## src/core/wbc_pkg.sv

```systemverilog
package wbc_pkg;

    // ====================
    // register addresses on the 7-bit serial address field
    // ====================
    localparam logic [6:0] WBC_ADDR_WDOG_CONFIG = 7'h03;
    localparam logic [6:0] WBC_ADDR_BUS_CTRL_A  = 7'h04;
    localparam logic [6:0] WBC_ADDR_BUS_CTRL_B  = 7'h05;

    // ====================
    // serial frame layout (lsb first)
    // ====================
    localparam int unsigned WBC_FRAME_BITS  = 16;
    localparam int unsigned WBC_ADDR_LSB    = 0;
    localparam int unsigned WBC_WRITE_BIT   = 7;
    localparam int unsigned WBC_DATA_LSB    = 8;
    localparam logic [4:0]  WBC_CNT_ADDR_OK = 5'h08;
    localparam logic [4:0]  WBC_CNT_FULL    = 5'h10;

    // ====================
    // watchdog configuration fields
    // ====================
    localparam int unsigned WBC_WD_CHECKSUM_BIT = 7;
    localparam int unsigned WBC_WD_STOP_DIS_BIT = 6;
    localparam int unsigned WBC_WD_WINDOW_BIT   = 5;
    localparam int unsigned WBC_WD_BUS_WAKE_BIT = 4;
    localparam int unsigned WBC_WD_PERIOD_LSB   = 0;
    localparam logic [7:0]  WBC_WD_WRITE_MASK   = 8'hF7;
    localparam logic [2:0]  WBC_WD_PERIOD_FIRST_RSVD = 3'h6;
    localparam logic [7:0]  WBC_WD_RESET        = 8'h14;
    localparam logic [3:0]  WBC_WD_RESTART_LO   = 4'h4;

    // ====================
    // bus control a / b fields
    // ====================
    localparam int unsigned WBC_BA_FLASH_BIT    = 7;
    localparam int unsigned WBC_BA_LOW_SLOPE_BIT = 6;
    localparam int unsigned WBC_BA_TX_TO_BIT    = 5;
    localparam int unsigned WBC_BA_LIN_LSB      = 3;
    localparam int unsigned WBC_BA_CAN_LSB      = 0;
    localparam logic [7:0]  WBC_BA_WRITE_MASK   = 8'hFB;
    localparam logic [7:0]  WBC_BA_RESET        = 8'h20;
    localparam int unsigned WBC_BB_PEAK_BIT     = 5;
    localparam int unsigned WBC_BB_LIN_LSB      = 0;
    localparam logic [7:0]  WBC_BB_WRITE_MASK   = 8'h23;
    localparam logic [7:0]  WBC_BB_RESET        = 8'h00;

    // ====================
    // transceiver modes and fail-safe wake values
    // ====================
    typedef enum logic [1:0] {
        WBC_TRX_OFF       = 2'h0,
        WBC_TRX_WAKE      = 2'h1,
        WBC_TRX_RX_ONLY   = 2'h2,
        WBC_TRX_NORMAL    = 2'h3
    } wbc_trx_mode_t;

    localparam logic [1:0] WBC_FS_TRX_MODE = 2'h1;

    // system mode reported by the mode controller
    typedef enum logic [2:0] {
        WBC_SBC_INIT      = 3'h0,
        WBC_SBC_NORMAL    = 3'h1,
        WBC_SBC_STOP      = 3'h2,
        WBC_SBC_SLEEP     = 3'h3,
        WBC_SBC_RESTART   = 3'h4,
        WBC_SBC_FAILSAFE  = 3'h5
    } wbc_sbc_mode_t;

endpackage : wbc_pkg

```

## src/core/wbc_serial_frame.sv

```systemverilog
`timescale 1ns/1ps
`default_nettype none

module wbc_serial_frame
    import wbc_pkg::*;
(
    input  wire logic       i_mclk,
    input  wire logic       i_sys_rst,
    input  wire logic       i_sclk,
    input  wire logic       i_mosi,
    input  wire logic       i_chip_select_n,
    input  wire logic [7:0] i_status,
    input  wire logic [7:0] i_rd_data,
    output logic            o_miso,
    output logic            o_miso_oe,
    output logic [6:0]      o_addr,
    output logic            o_write,
    output logic [7:0]      o_wdata,
    output logic            o_frame_done,
    output logic            o_frame_bad
);

    // ====================
    // pin synchronisers
    // ====================
    logic [2:0]  sclk_sync_reg;
    logic [1:0]  mosi_sync_reg;
    logic [2:0]  csn_sync_reg;
    logic [15:0] rx_reg;
    logic [7:0]  tx_reg;
    logic [4:0]  bit_cnt_reg;
    logic        sclk_rise;
    logic        sclk_fall;
    logic        cs_fall;
    logic        cs_rise;
    logic        in_frame;

    always_ff @(posedge i_mclk or posedge i_sys_rst) begin
        if (i_sys_rst) begin
            sclk_sync_reg <= 3'h0;
            mosi_sync_reg <= 2'h0;
            csn_sync_reg  <= 3'h7;
        end else begin
            sclk_sync_reg <= {sclk_sync_reg[1:0], i_sclk};
            mosi_sync_reg <= {mosi_sync_reg[0], i_mosi};
            csn_sync_reg  <= {csn_sync_reg[1:0], i_chip_select_n};
        end
    end

    // edges look only at stages 1 and 2, never the first flop
    assign sclk_rise = sclk_sync_reg[1] & ~sclk_sync_reg[2];
    assign sclk_fall = ~sclk_sync_reg[1] & sclk_sync_reg[2];
    assign cs_fall   = ~csn_sync_reg[1] & csn_sync_reg[2];
    assign cs_rise   = csn_sync_reg[1] & ~csn_sync_reg[2];
    assign in_frame  = ~csn_sync_reg[1];

    // ====================
    // receive: sample on rising clock edge
    // ====================
    always_ff @(posedge i_mclk or posedge i_sys_rst) begin
        if (i_sys_rst) begin
            rx_reg      <= 16'h0000;
            bit_cnt_reg <= 5'h00;
        end else if (cs_fall) begin
            rx_reg      <= 16'h0000;
            bit_cnt_reg <= 5'h00;
        end else if (in_frame && sclk_rise) begin
            if (bit_cnt_reg < WBC_CNT_FULL) begin
                rx_reg[bit_cnt_reg[3:0]] <= mosi_sync_reg[1];
            end
            // saturate one past full so long frames are seen as bad
            if (bit_cnt_reg <= WBC_CNT_FULL) begin
                bit_cnt_reg <= bit_cnt_reg + 5'h01;
            end
        end
    end

    // ====================
    // transmit: status first, then the stored register byte
    // ====================
    always_ff @(posedge i_mclk or posedge i_sys_rst) begin
        if (i_sys_rst) begin
            tx_reg <= 8'h00;
        end else if (cs_fall) begin
            tx_reg <= i_status;
        end else if (in_frame && sclk_fall) begin
            if (bit_cnt_reg == WBC_CNT_ADDR_OK) begin
                tx_reg <= i_rd_data; // RL22
            end else begin
                tx_reg <= {1'b0, tx_reg[7:1]};
            end
        end
    end

    always_ff @(posedge i_mclk or posedge i_sys_rst) begin
        if (i_sys_rst) begin
            o_frame_done <= 1'b0;
            o_frame_bad  <= 1'b0;
        end else begin
            o_frame_done <= cs_rise && (bit_cnt_reg == WBC_CNT_FULL);
            o_frame_bad  <= cs_rise && (bit_cnt_reg != WBC_CNT_FULL);
        end
    end

    assign o_miso    = tx_reg[0];
    assign o_miso_oe = in_frame;
    assign o_addr    = rx_reg[WBC_ADDR_LSB +: 7];
    assign o_write   = rx_reg[WBC_WRITE_BIT];
    assign o_wdata   = rx_reg[WBC_DATA_LSB +: 8];

endmodule : wbc_serial_frame

`default_nettype wire

```

## src/core/wbc_regs.sv

```systemverilog
// What this block does
// RL1 - host sets checksum bit so the written watchdog byte has even parity
// RL2 - watchdog bit 6 set deactivates the watchdog in stop mode
// RL3 - watchdog bit 5 selects time-out (0) or window (1) supervision
// RL4 - watchdog bit 4 starts watchdog with long open window after bus wake
// RL5 - every reserved bit reads back as zero
// RL6 - period field codes 000..101 give 10..500 ms; 110 and 111 reserved
// RL7 - power-on and soft reset load watchdog register with 0x14
// RL8 - restart clears bit 6, loads 0100 low, keeps bits 7, 5, 4
// RL9 - bus a bit 7 enables flash mode, slope control off up to 115 kBaud
// RL10 - bus a bit 6 selects LIN low-slope mode at 10.4 kBaud
// RL11 - bus a bit 5 enables LIN transmit-data time-out
// RL12 - bus a bits 4:3 set first LIN transceiver mode
// RL13 - bus a bits 1:0 set CAN transceiver mode
// RL14 - bus b bits 1:0 set second LIN transceiver mode
// RL15 - LIN slope and time-out bits act at chip select high, both LINs
// RL16 - fail-safe entry forces wake values in bus a, bus b, external wake
// RL17 - bus b bit 5 selects the higher VCC1 peak threshold
// RL18 - peak bit writable in init and normal only; stop writes silently ignored
// RL19 - power-on and soft reset load bus a with 0x20
// RL20 - bus b resets to zero; restart keeps bit 5, LIN mode by cause
// RL21 - transceiver mode reload values depend on the cause of change
// RL22 - serial output shows previous register contents during a write
// RL23 - reserved bits ignore writes; period codes 110 and 111 ignored
// RL24 - host writes touch writable fields; hardware may update mode fields
`timescale 1ns/1ps
`default_nettype none

module wbc_regs
    import wbc_pkg::*;
(
    input  wire logic       i_mclk,
    input  wire logic       i_sys_rst,
    input  wire logic       i_sclk,
    input  wire logic       i_mosi,
    input  wire logic       i_chip_select_n,
    output logic            o_miso,
    output logic            o_miso_oe,
    input  wire logic [7:0] i_status,
    input  wire logic [2:0] i_sbc_mode,
    input  wire logic       i_soft_reset,
    input  wire logic       i_restart,
    input  wire logic       i_failsafe_entry,
    input  wire logic       i_trx_update,
    input  wire logic [1:0] i_cause_can_mode,
    input  wire logic [1:0] i_cause_lin_a_mode,
    input  wire logic [1:0] i_cause_lin_b_mode,
    output logic            o_wdog_stop_disable_lo,
    output logic            o_wdog_window_select,
    output logic            o_wdog_start_on_bus_wake,
    output logic [2:0]      o_wdog_period_sel,
    output logic [9:0]      o_wdog_period_ms,
    output logic            o_wdog_checksum_ok,
    output logic            o_lin_flash_en,
    output logic            o_lin_low_slope_sel,
    output logic            o_lin_tx_timeout_en,
    output logic [1:0]      o_lin_a_mode,
    output logic [1:0]      o_lin_b_mode,
    output logic [1:0]      o_can_mode,
    output logic            o_peak_current_thresh_sel,
    output logic            o_external_wake_reg_force,
    output logic            o_spi_fail
);

    // ====================
    // serial frame engine
    // ====================
    logic [6:0] frm_addr;
    logic       frm_write;
    logic [7:0] frm_wdata;
    logic       frm_done;
    logic       frm_bad;
    logic [7:0] rd_data;

    logic [7:0] wdog_config_reg;
    logic [7:0] bus_ctrl_a_reg;
    logic [7:0] bus_ctrl_b_reg;

    wbc_serial_frame u_frame (
        .i_mclk          (i_mclk),
        .i_sys_rst       (i_sys_rst),
        .i_sclk          (i_sclk),
        .i_mosi          (i_mosi),
        .i_chip_select_n (i_chip_select_n),
        .i_status        (i_status),
        .i_rd_data       (rd_data),
        .o_miso          (o_miso),
        .o_miso_oe       (o_miso_oe),
        .o_addr          (frm_addr),
        .o_write         (frm_write),
        .o_wdata         (frm_wdata),
        .o_frame_done    (frm_done),
        .o_frame_bad     (frm_bad)
    );

    // ====================
    // read mux: stored values only, reserved bits held at zero
    // ====================
    always_comb begin
        unique case (frm_addr)
            WBC_ADDR_WDOG_CONFIG: rd_data = wdog_config_reg & WBC_WD_WRITE_MASK; // RL5
            WBC_ADDR_BUS_CTRL_A:  rd_data = bus_ctrl_a_reg & WBC_BA_WRITE_MASK; // RL5
            WBC_ADDR_BUS_CTRL_B:  rd_data = bus_ctrl_b_reg & WBC_BB_WRITE_MASK; // RL5
            default:              rd_data = 8'h00;
        endcase
    end

    // ====================
    // write qualification
    // ====================
    logic wr_any;
    logic wr_wdog;
    logic wr_bus_a;
    logic wr_bus_b;
    logic parity_ok;
    logic period_legal;
    logic peak_writable;
    logic hw_event;

    assign wr_any       = frm_done & frm_write;
    // a write racing a hardware reload loses; the reload reflects device state
    assign hw_event     = i_soft_reset | i_failsafe_entry | i_restart | i_trx_update;
    assign parity_ok    = ~(^frm_wdata);
    assign period_legal = frm_wdata[WBC_WD_PERIOD_LSB +: 3] < WBC_WD_PERIOD_FIRST_RSVD; // RL23
    assign peak_writable = (i_sbc_mode == WBC_SBC_INIT) || (i_sbc_mode == WBC_SBC_NORMAL); // RL18
    assign wr_wdog  = wr_any && (frm_addr == WBC_ADDR_WDOG_CONFIG) && parity_ok;
    assign wr_bus_a = wr_any && (frm_addr == WBC_ADDR_BUS_CTRL_A);
    assign wr_bus_b = wr_any && (frm_addr == WBC_ADDR_BUS_CTRL_B);

    // ====================
    // watchdog configuration
    // ====================
    logic [7:0] wdog_config_next;

    always_comb begin
        wdog_config_next = wdog_config_reg;
        if (i_soft_reset) begin
            wdog_config_next = WBC_WD_RESET; // RL7
        end else if (i_restart) begin
            wdog_config_next[WBC_WD_STOP_DIS_BIT] = 1'b0; // RL8
            wdog_config_next[3:0] = WBC_WD_RESTART_LO; // RL8
        end else if (wr_wdog) begin
            wdog_config_next[WBC_WD_CHECKSUM_BIT] = frm_wdata[WBC_WD_CHECKSUM_BIT]; // RL1
            wdog_config_next[WBC_WD_STOP_DIS_BIT] = frm_wdata[WBC_WD_STOP_DIS_BIT]; // RL2
            wdog_config_next[WBC_WD_WINDOW_BIT]   = frm_wdata[WBC_WD_WINDOW_BIT]; // RL3
            wdog_config_next[WBC_WD_BUS_WAKE_BIT] = frm_wdata[WBC_WD_BUS_WAKE_BIT]; // RL4
            if (period_legal) begin
                wdog_config_next[WBC_WD_PERIOD_LSB +: 3] = frm_wdata[WBC_WD_PERIOD_LSB +: 3]; // RL6
            end
        end
        wdog_config_next = wdog_config_next & WBC_WD_WRITE_MASK; // RL23
    end

    always_ff @(posedge i_mclk or posedge i_sys_rst) begin
        if (i_sys_rst) begin
            wdog_config_reg <= WBC_WD_RESET; // RL7
        end else begin
            wdog_config_reg <= wdog_config_next;
        end
    end

    // ====================
    // bus transceiver control a
    // ====================
    logic [7:0] bus_ctrl_a_next;

    always_comb begin
        bus_ctrl_a_next = bus_ctrl_a_reg;
        if (i_soft_reset) begin
            bus_ctrl_a_next = WBC_BA_RESET; // RL19
        end else if (i_failsafe_entry) begin
            bus_ctrl_a_next[WBC_BA_LIN_LSB +: 2] = WBC_FS_TRX_MODE; // RL16
            bus_ctrl_a_next[WBC_BA_CAN_LSB +: 2] = WBC_FS_TRX_MODE; // RL16
        end else if (i_restart || i_trx_update) begin
            bus_ctrl_a_next[WBC_BA_LIN_LSB +: 2] = i_cause_lin_a_mode; // RL21
            bus_ctrl_a_next[WBC_BA_CAN_LSB +: 2] = i_cause_can_mode; // RL21
        end else if (wr_bus_a) begin
            bus_ctrl_a_next = frm_wdata & WBC_BA_WRITE_MASK; // RL24
        end
        bus_ctrl_a_next = bus_ctrl_a_next & WBC_BA_WRITE_MASK; // RL23
    end

    always_ff @(posedge i_mclk or posedge i_sys_rst) begin
        if (i_sys_rst) begin
            bus_ctrl_a_reg <= WBC_BA_RESET; // RL19
        end else begin
            bus_ctrl_a_reg <= bus_ctrl_a_next;
        end
    end

    // ====================
    // bus transceiver control b
    // ====================
    logic [7:0] bus_ctrl_b_next;

    always_comb begin
        bus_ctrl_b_next = bus_ctrl_b_reg;
        if (i_soft_reset) begin
            bus_ctrl_b_next = WBC_BB_RESET; // RL20
        end else if (i_failsafe_entry) begin
            bus_ctrl_b_next = {6'h00, WBC_FS_TRX_MODE}; // RL16
        end else if (i_restart || i_trx_update) begin
            // peak bit survives restart, everything else but LIN mode clears
            bus_ctrl_b_next = bus_ctrl_b_reg & (8'h01 << WBC_BB_PEAK_BIT); // RL20
            bus_ctrl_b_next[WBC_BB_LIN_LSB +: 2] = i_cause_lin_b_mode; // RL21
        end else if (wr_bus_b) begin
            bus_ctrl_b_next[WBC_BB_LIN_LSB +: 2] = frm_wdata[WBC_BB_LIN_LSB +: 2]; // RL14
            if (peak_writable) begin
                bus_ctrl_b_next[WBC_BB_PEAK_BIT] = frm_wdata[WBC_BB_PEAK_BIT]; // RL18
            end
        end
        bus_ctrl_b_next = bus_ctrl_b_next & WBC_BB_WRITE_MASK; // RL23
    end

    always_ff @(posedge i_mclk or posedge i_sys_rst) begin
        if (i_sys_rst) begin
            bus_ctrl_b_reg <= WBC_BB_RESET; // RL20
        end else begin
            bus_ctrl_b_reg <= bus_ctrl_b_next;
        end
    end

    // ====================
    // error flag and fail-safe side effect
    // ====================
    // bad frame length or a watchdog byte with odd parity; a stop-mode
    // write to the peak bit is deliberately not reported
    always_ff @(posedge i_mclk or posedge i_sys_rst) begin
        if (i_sys_rst) begin
            o_spi_fail                <= 1'b0;
            o_external_wake_reg_force <= 1'b0;
        end else begin
            o_spi_fail <= frm_bad ||
                          (wr_any && (frm_addr == WBC_ADDR_WDOG_CONFIG) && !parity_ok); // RL18
            o_external_wake_reg_force <= i_failsafe_entry; // RL16
        end
    end

    // ====================
    // decoded outputs
    // ====================
    // all fields come straight from the registers, which only change on
    // frame end (chip select high) or on a hardware event
    assign o_wdog_stop_disable_lo   = wdog_config_reg[WBC_WD_STOP_DIS_BIT]; // RL2
    assign o_wdog_window_select     = wdog_config_reg[WBC_WD_WINDOW_BIT]; // RL3
    assign o_wdog_start_on_bus_wake = wdog_config_reg[WBC_WD_BUS_WAKE_BIT]; // RL4
    assign o_wdog_period_sel        = wdog_config_reg[WBC_WD_PERIOD_LSB +: 3];
    assign o_wdog_checksum_ok       = ~(^wdog_config_reg);
    assign o_lin_flash_en           = bus_ctrl_a_reg[WBC_BA_FLASH_BIT]; // RL9
    assign o_lin_low_slope_sel      = bus_ctrl_a_reg[WBC_BA_LOW_SLOPE_BIT]; // RL10
    assign o_lin_tx_timeout_en      = bus_ctrl_a_reg[WBC_BA_TX_TO_BIT]; // RL11
    assign o_lin_a_mode             = bus_ctrl_a_reg[WBC_BA_LIN_LSB +: 2]; // RL12
    assign o_can_mode               = bus_ctrl_a_reg[WBC_BA_CAN_LSB +: 2]; // RL13
    assign o_lin_b_mode             = bus_ctrl_b_reg[WBC_BB_LIN_LSB +: 2]; // RL14
    assign o_peak_current_thresh_sel = bus_ctrl_b_reg[WBC_BB_PEAK_BIT]; // RL17
    // slope and time-out bits are shared by both LIN transceivers RL15

    always_comb begin
        unique case (o_wdog_period_sel)
            3'h0:    o_wdog_period_ms = 10'd10; // RL6
            3'h1:    o_wdog_period_ms = 10'd20;
            3'h2:    o_wdog_period_ms = 10'd50;
            3'h3:    o_wdog_period_ms = 10'd100;
            3'h4:    o_wdog_period_ms = 10'd200;
            3'h5:    o_wdog_period_ms = 10'd500;
            default: o_wdog_period_ms = 10'd0;
        endcase
    end

endmodule : wbc_regs

`default_nettype wire

```

## config.mk

```make
export PLATFORM = sky130hd
export DESIGN_NAME = wbc_regs
export DESIGN_NICKNAME = d
export VERILOG_FILES = /design/src/core/wbc_pkg.sv /design/src/core/wbc_serial_frame.sv /design/src/core/wbc_regs.sv
export SDC_FILE = /design/constraint.sdc
export NUM_CORES = 1
export LEC_CHECK = 0
export ABC_AREA = 1
export ABC_CLOCK_PERIOD_IN_PS = 1600
export BUFFER_PORTS_ARGS = -buffer_cell sky130_fd_sc_hd__buf_2
export CELL_PAD_IN_SITES_DETAIL_PLACEMENT = 0
export CELL_PAD_IN_SITES_GLOBAL_PLACEMENT = 2
export CORE_UTILIZATION = 29
export DETAILED_ROUTE_END_ITERATION = 10
export GPL_TIMING_DRIVEN = 0
export MAX_ROUTING_LAYER = met4
export PLACE_DENSITY_LB_ADDON = 0.12
export SLEW_MARGIN = 10
export SYNTH_ARGS = -nofsm -noshare
export SYNTH_HDL_FRONTEND = slang
export SYNTH_SLANG_ARGS = --single-unit
```

## constraint.sdc

```tcl
create_clock -name i_mclk -period 1.6 [get_ports i_mclk]
set_clock_uncertainty 0.05 [all_clocks]
set_input_delay 0.08 -clock i_mclk [delete_from_list [all_inputs] [get_ports i_mclk]]
set_output_delay 0.08 -clock i_mclk [all_outputs]
set_load 0.1 [all_outputs]
```

# Yosys cells after proc, flatten, opt, wreduce, memory -nomap -nowiden
# Cells that the tools add are included.
# W data, S select, Z words.
# classes
add_sub_neg,1
magnitude_cmp,5
eq_ne,16
n_mux,39
bitwise_logic,11
reduce_logical,35
# ops
op,count
$pmux W9 S6,1
$mux W16,3
$mux W8,6
$pmux W8 S3,1
$bwmux W16,1
$reduce_xor A8 Y1,2
$mux W3,5
$mux W5,3
$eq A7 B3 Y1 const B,2
$mux W2,7
$mux W6,2
$reduce_bool A2 Y1,6
$reduce_bool A3 Y1,4
$logic_and A1 B1 Y1,10
$mux W1,8
$reduce_and A2 Y1,4
$reduce_bool A4 Y1,2
$eq A7 B2 Y1 const B,1
$eq A3 B1 Y1 const B,2
$eq A3 B2 Y1 const B,2
$eq A3 B3 Y1 const B,2
$logic_not A3 Y1,2
$ne A2 B2 Y1 const B,3
$not A1 Y1,6
other kinds (15),22
# word_totals
ff_bits,58
in_bits,26
wordCells,124

# Logic depth before layout (Yosys ltp)
# logic_depth
depth_word,8
ltp_mapped,13

# By module
# From an unflattened synthesis, not the netlist that was laid out.
# unflattened
cells_unflattened,481
hier_area_um2,3533.4
# modules_own_cells
module,n_inst,cells_per_inst,area_each_um2,seq_area_each_um2
wbc_serial_frame,1,259,2016.9,979.7
wbc_regs,1,222,1516.5,479.2

# Worst setup path after synthesis
# OpenSTA, ideal clock, no wires.
# synth_timing
path_kind,register to output
start,register wdog_config_reg[5]
end,output o_wdog_checksum_ok
arrival_ps,2788
t_required_ps,1470
slack_ps,-1318
path_stages_with_launch,4
n_path_buf,0
cell_sequence,dfrtp_1 xnor2_1 xnor2_1 xor2_1
# synth_between
elab_chain_len,2
# synth_lines
element,line_no,rtl
start: declaration,wbc_regs.sv:75,logic [7:0] wdog_config_reg;
start signal: assignment,wbc_regs.sv:158,wdog_config_reg <= wdog_config_next;
$reduce_xor A8 Y1,wbc_regs.sv:248,assign o_wdog_checksum_ok = ~(^wdog_config_reg);
$not A1 Y1,wbc_regs.sv:248,
end: declaration,wbc_regs.sv:53,"output logic o_wdog_checksum_ok,"
# No other way between the ends.

# Worst setup path in the final report
# layout_timing
start,register wdog_config_reg[1]
end,output o_wdog_checksum_ok
# Same word-level chain as after synthesis.

==> summary.md <==
| Metric | Value |
|---|---|
| Post-synthesis register bit count | `58` |
| Min Tclk post-route | `between 1.5 and 2 ns` |
| Mean routed wirelength per cell | `14.1 µm` |
| Hold Fails Final Rpt | `1` |
| CTS Buf Count | `9` |
| Slew HR | `0.495` |
| Reg-to-reg endpoint | `wdog_config_reg[0]` |
| First-pass GRT wire length | `15,400 µm` |
| Residual DRC | `0` |
| Max incr delay on CP | `between 0.4 and 0.5 ns` |
| Clk buf depth | `2` |
| Vias per inst | `4.55` |
| Worst setup EP type | `output pin` |
| Outcome | `finished with violations` |
| Final WS setup | `-0.151 ns` |
| Critical Path Fanout Max | `3` |
| Count leader, synth | `nand2_1` |
| Area growth, synth to finish | `42.2%` |
| Area of the core | `11,000 µm²` |
| Actual slew at the worst max-slew pin | `around 0.76 ns` |
| WP data arrival | `1.62 ns` |
| Sequential share of the synthesized area | `0.439` |
| Pwr per Cell Area | `1000 nW/µm²` |
| RSZ-0062 raised after global routing | `yes` |
| Synthesized cell area | `3320 µm²` |
| CP cell instances | `inv_4 > ha_4 > xnor2_4 > xor2_4 > buf_12` |
| Die area | `11,900 µm²` |
| Buf/Inv on CP | `2` |
| Max FFs per register | `16` |
| Antenna cell count | `0` |
| FF-to-FF setup slack | `~0.01 ns` |
| Vias | `3,091` |
| Antenna viol nets, final | `0` |
| Synth warn | `0` |
| GRT Resource Usage Total | `0.179` |
| Die Span Y | `109 µm` |
| Max Clock Freq | `0.571 GHz` |
| Die X-Extent | `109 µm` |
| Placer Congestion | `a little under 0.8` |
| Nets | `roughly 570` |
| Clock transition at the registers of the reported paths | `0.06 ns` |
| Max H-tree Level | `3` |
| Cells after Synth | `426` |
| WS Path Type | `flop to output pin` |
| Yosys top cell area share | `0.392` |
| Reg2Reg Launch Point | `u_frame.rx_reg[2]` |
| Synth top area cells | `dfrtp_1 39%, nand2_1 11%, nand3_1 6.2%` |
| Setup TNS | `-0.292 ns` |
| Fin crit share | `1.09` |
| Maximum vdd drop | `0.617 mV` |
| WL final | `roughly 9600 µm` |
| Setup Viol. Count Final | `5` |
| PortBufs | `between 50 and 60` |
| CP Launch Type | `flop` |
| FF-to-FF path depth | `9` |
| DRT Pass-1 Iters | `4` |
| CTS tree | `done` |
| CP top delay family | `flip-flops` |
| Syn avg cell area | `7.80 µm²` |
| P_leak | `2.28 nW` |
| Ys async rst share | `1.00` |
| Final Hold Slack | `-0.00990 ns` |
| WHS Endpoint | `u_frame.tx_reg[3]` |
| EDFF count, synth | `0` |
| # IOs | `57` |
| Synth cell count leaders | `98 x nand2_1, 52 x dfrtp_1, 50 x inv_1` |
| Min-delay src | `i_status[3]` |
| Initial core utilization | `0.302` |
| Maxcap violations | `0` |
| Final HPWL DP | `7080 µm` |
| Final Max Slew Viols | `0` |
| Hold path cells | `3` |
| Clock Latency Late Sink | `~0.32 ns` |
| Final instance area | `4720 µm²` |
| Worst EP required | `~1.5 ns` |
| Rows | `38` |
| Antenna violations before repair | `0` |
| Hold Path Class | `input port to flop` |
| Synth cell types | `38` |
| Root Driver | `clkbuf_16` |
| Violated checks | `hold timing, setup timing` |
| CTS sink count | `58` |
| Largest net degree at the start of global routing | `59` |
| Global route total overflow | `0` |
| Placed Area | `around 3800 µm²` |
| Crit-path slowest cell | `dfrtp_2` |
| Most used DFF post-synth | `dfrtp_1` |
| Layout cells sized above 1 | `0.367` |
| First-iteration detailed-routing DRC count | `138` |
| Vias in the first global route | `2,967` |
| Biggest area consumer among synthesized cells | `dfrtp_1` |
per-layer routing:
| layer | up-vias | share of wire | GRT usage |
|---|---|---|---|
| met5 | - | 0 | - |
| met4 | 0 | 0.013 | 0.0608 |
| met3 | 9 | 0.039 | 0.0251 |
| met2 | 55 | 0.46 | 0.286 |
| met1 | 1428 | 0.48 | 0.231 |
| li1 | 1599 | - | - |
cells in the final DEF, fill, tap and decap left out, drive strengths merged:
cell type,n
nand3,45
nor2,40
xnor2,4
a41oi,1
nand2,105
dfstp,6
xor2,3
o22ai,12
o31ai,4
clkbuf,16
dlygate4sd3,8
nor3,9
clkinv,4
inv,64
ha,8
o21ai,25
a31o,2
buf,94
conb,2
nand4,2
bufinv,1
a21oi,30
dfrtp,52
o211ai,2
report_power, final:
group	total (mW)	internal (mW)	leakage, nW	switching [mW]
Sequential	1.67	1.58	0.735	0.0906
Combinational	1.16	0.401	1.40	0.760
Clock	1.91	1.24	0.144	0.665
Total	4.74	3.23	2.28	1.52
metrics by stage:
step	hold slack (ns)	utilization	std cells	setup slack, ns	power [mW]
after global routing	0.0193	0.430	679	-0.214	4.96
after floorplan	0.0345	-	427	-0.675	2.39
final	-0.00990	0.430	679	-0.151	4.74
after global placement	0.136	0.347	620	-0.931	2.60
after detailed placement	0.139	0.347	620	-0.366	2.60
after CTS	0.00148	0.410	664	-0.202	4.67
worst reg2reg max path: cells and delay by family (launching register included):
family / cells / cell delay, ns
buffers and inverters: 1 / 0.15
AND/OR/NAND/NOR: 8 / 0.84
flip-flops: 1 / 0.43
kinds of logic (layout without fill, tap and decap cells):
kind of cell,after synthesis,in the layout,synth area share
other,1,2,0.00113
AO/OA/AOI/OAI,76,76,0.131
buffers and inverters,75,187,0.0904
AND/OR/NAND/NOR,201,201,0.289
flip-flops,58,58,0.439
adder cells (fa/ha/maj),8,8,0.0301
XOR/XNOR,7,7,0.0185
final cells by class:
type | instances | area [µm²]
fillers | 1171 | 6260
multi-input cells | 294 | 1760
flip-flops and latches | 58 | 1470
repair buffers | 96 | 697
inverters | 66 | 275
clock buffers | 13 | 250
well taps | 140 | 175
plain buffers | 9 | 56.3
clock inverters | 3 | 40.0
worst max path at each step:
stage / to / start / slack, ns / depth (start not counted)
after floorplan: o_wdog_period_ms[6] / wdog_config_reg[0] / -0.67 / 4
after global placement: o_external_wake_reg_force / i_sys_rst / -0.93 / 2
after detailed placement: o_wdog_checksum_ok / wdog_config_reg[1] / -0.37 / 5
after CTS: o_wdog_checksum_ok / wdog_config_reg[1] / -0.20 / 5
after global routing: o_wdog_checksum_ok / wdog_config_reg[1] / -0.21 / 5
final: o_wdog_checksum_ok / wdog_config_reg[1] / -0.15 / 5
repair_timing:
action | 4_1_cts | 5_1_grt
pin swaps | 13 | 23
hold buffers | 8 | 0
endpoints found under the hold margin | 59 | 0
resized for setup | 50 | 31
endpoints found under the setup margin | 46 | 44
buffers inserted | 20 | 15
Note: power is estimated with default switching activity, not from simulation.
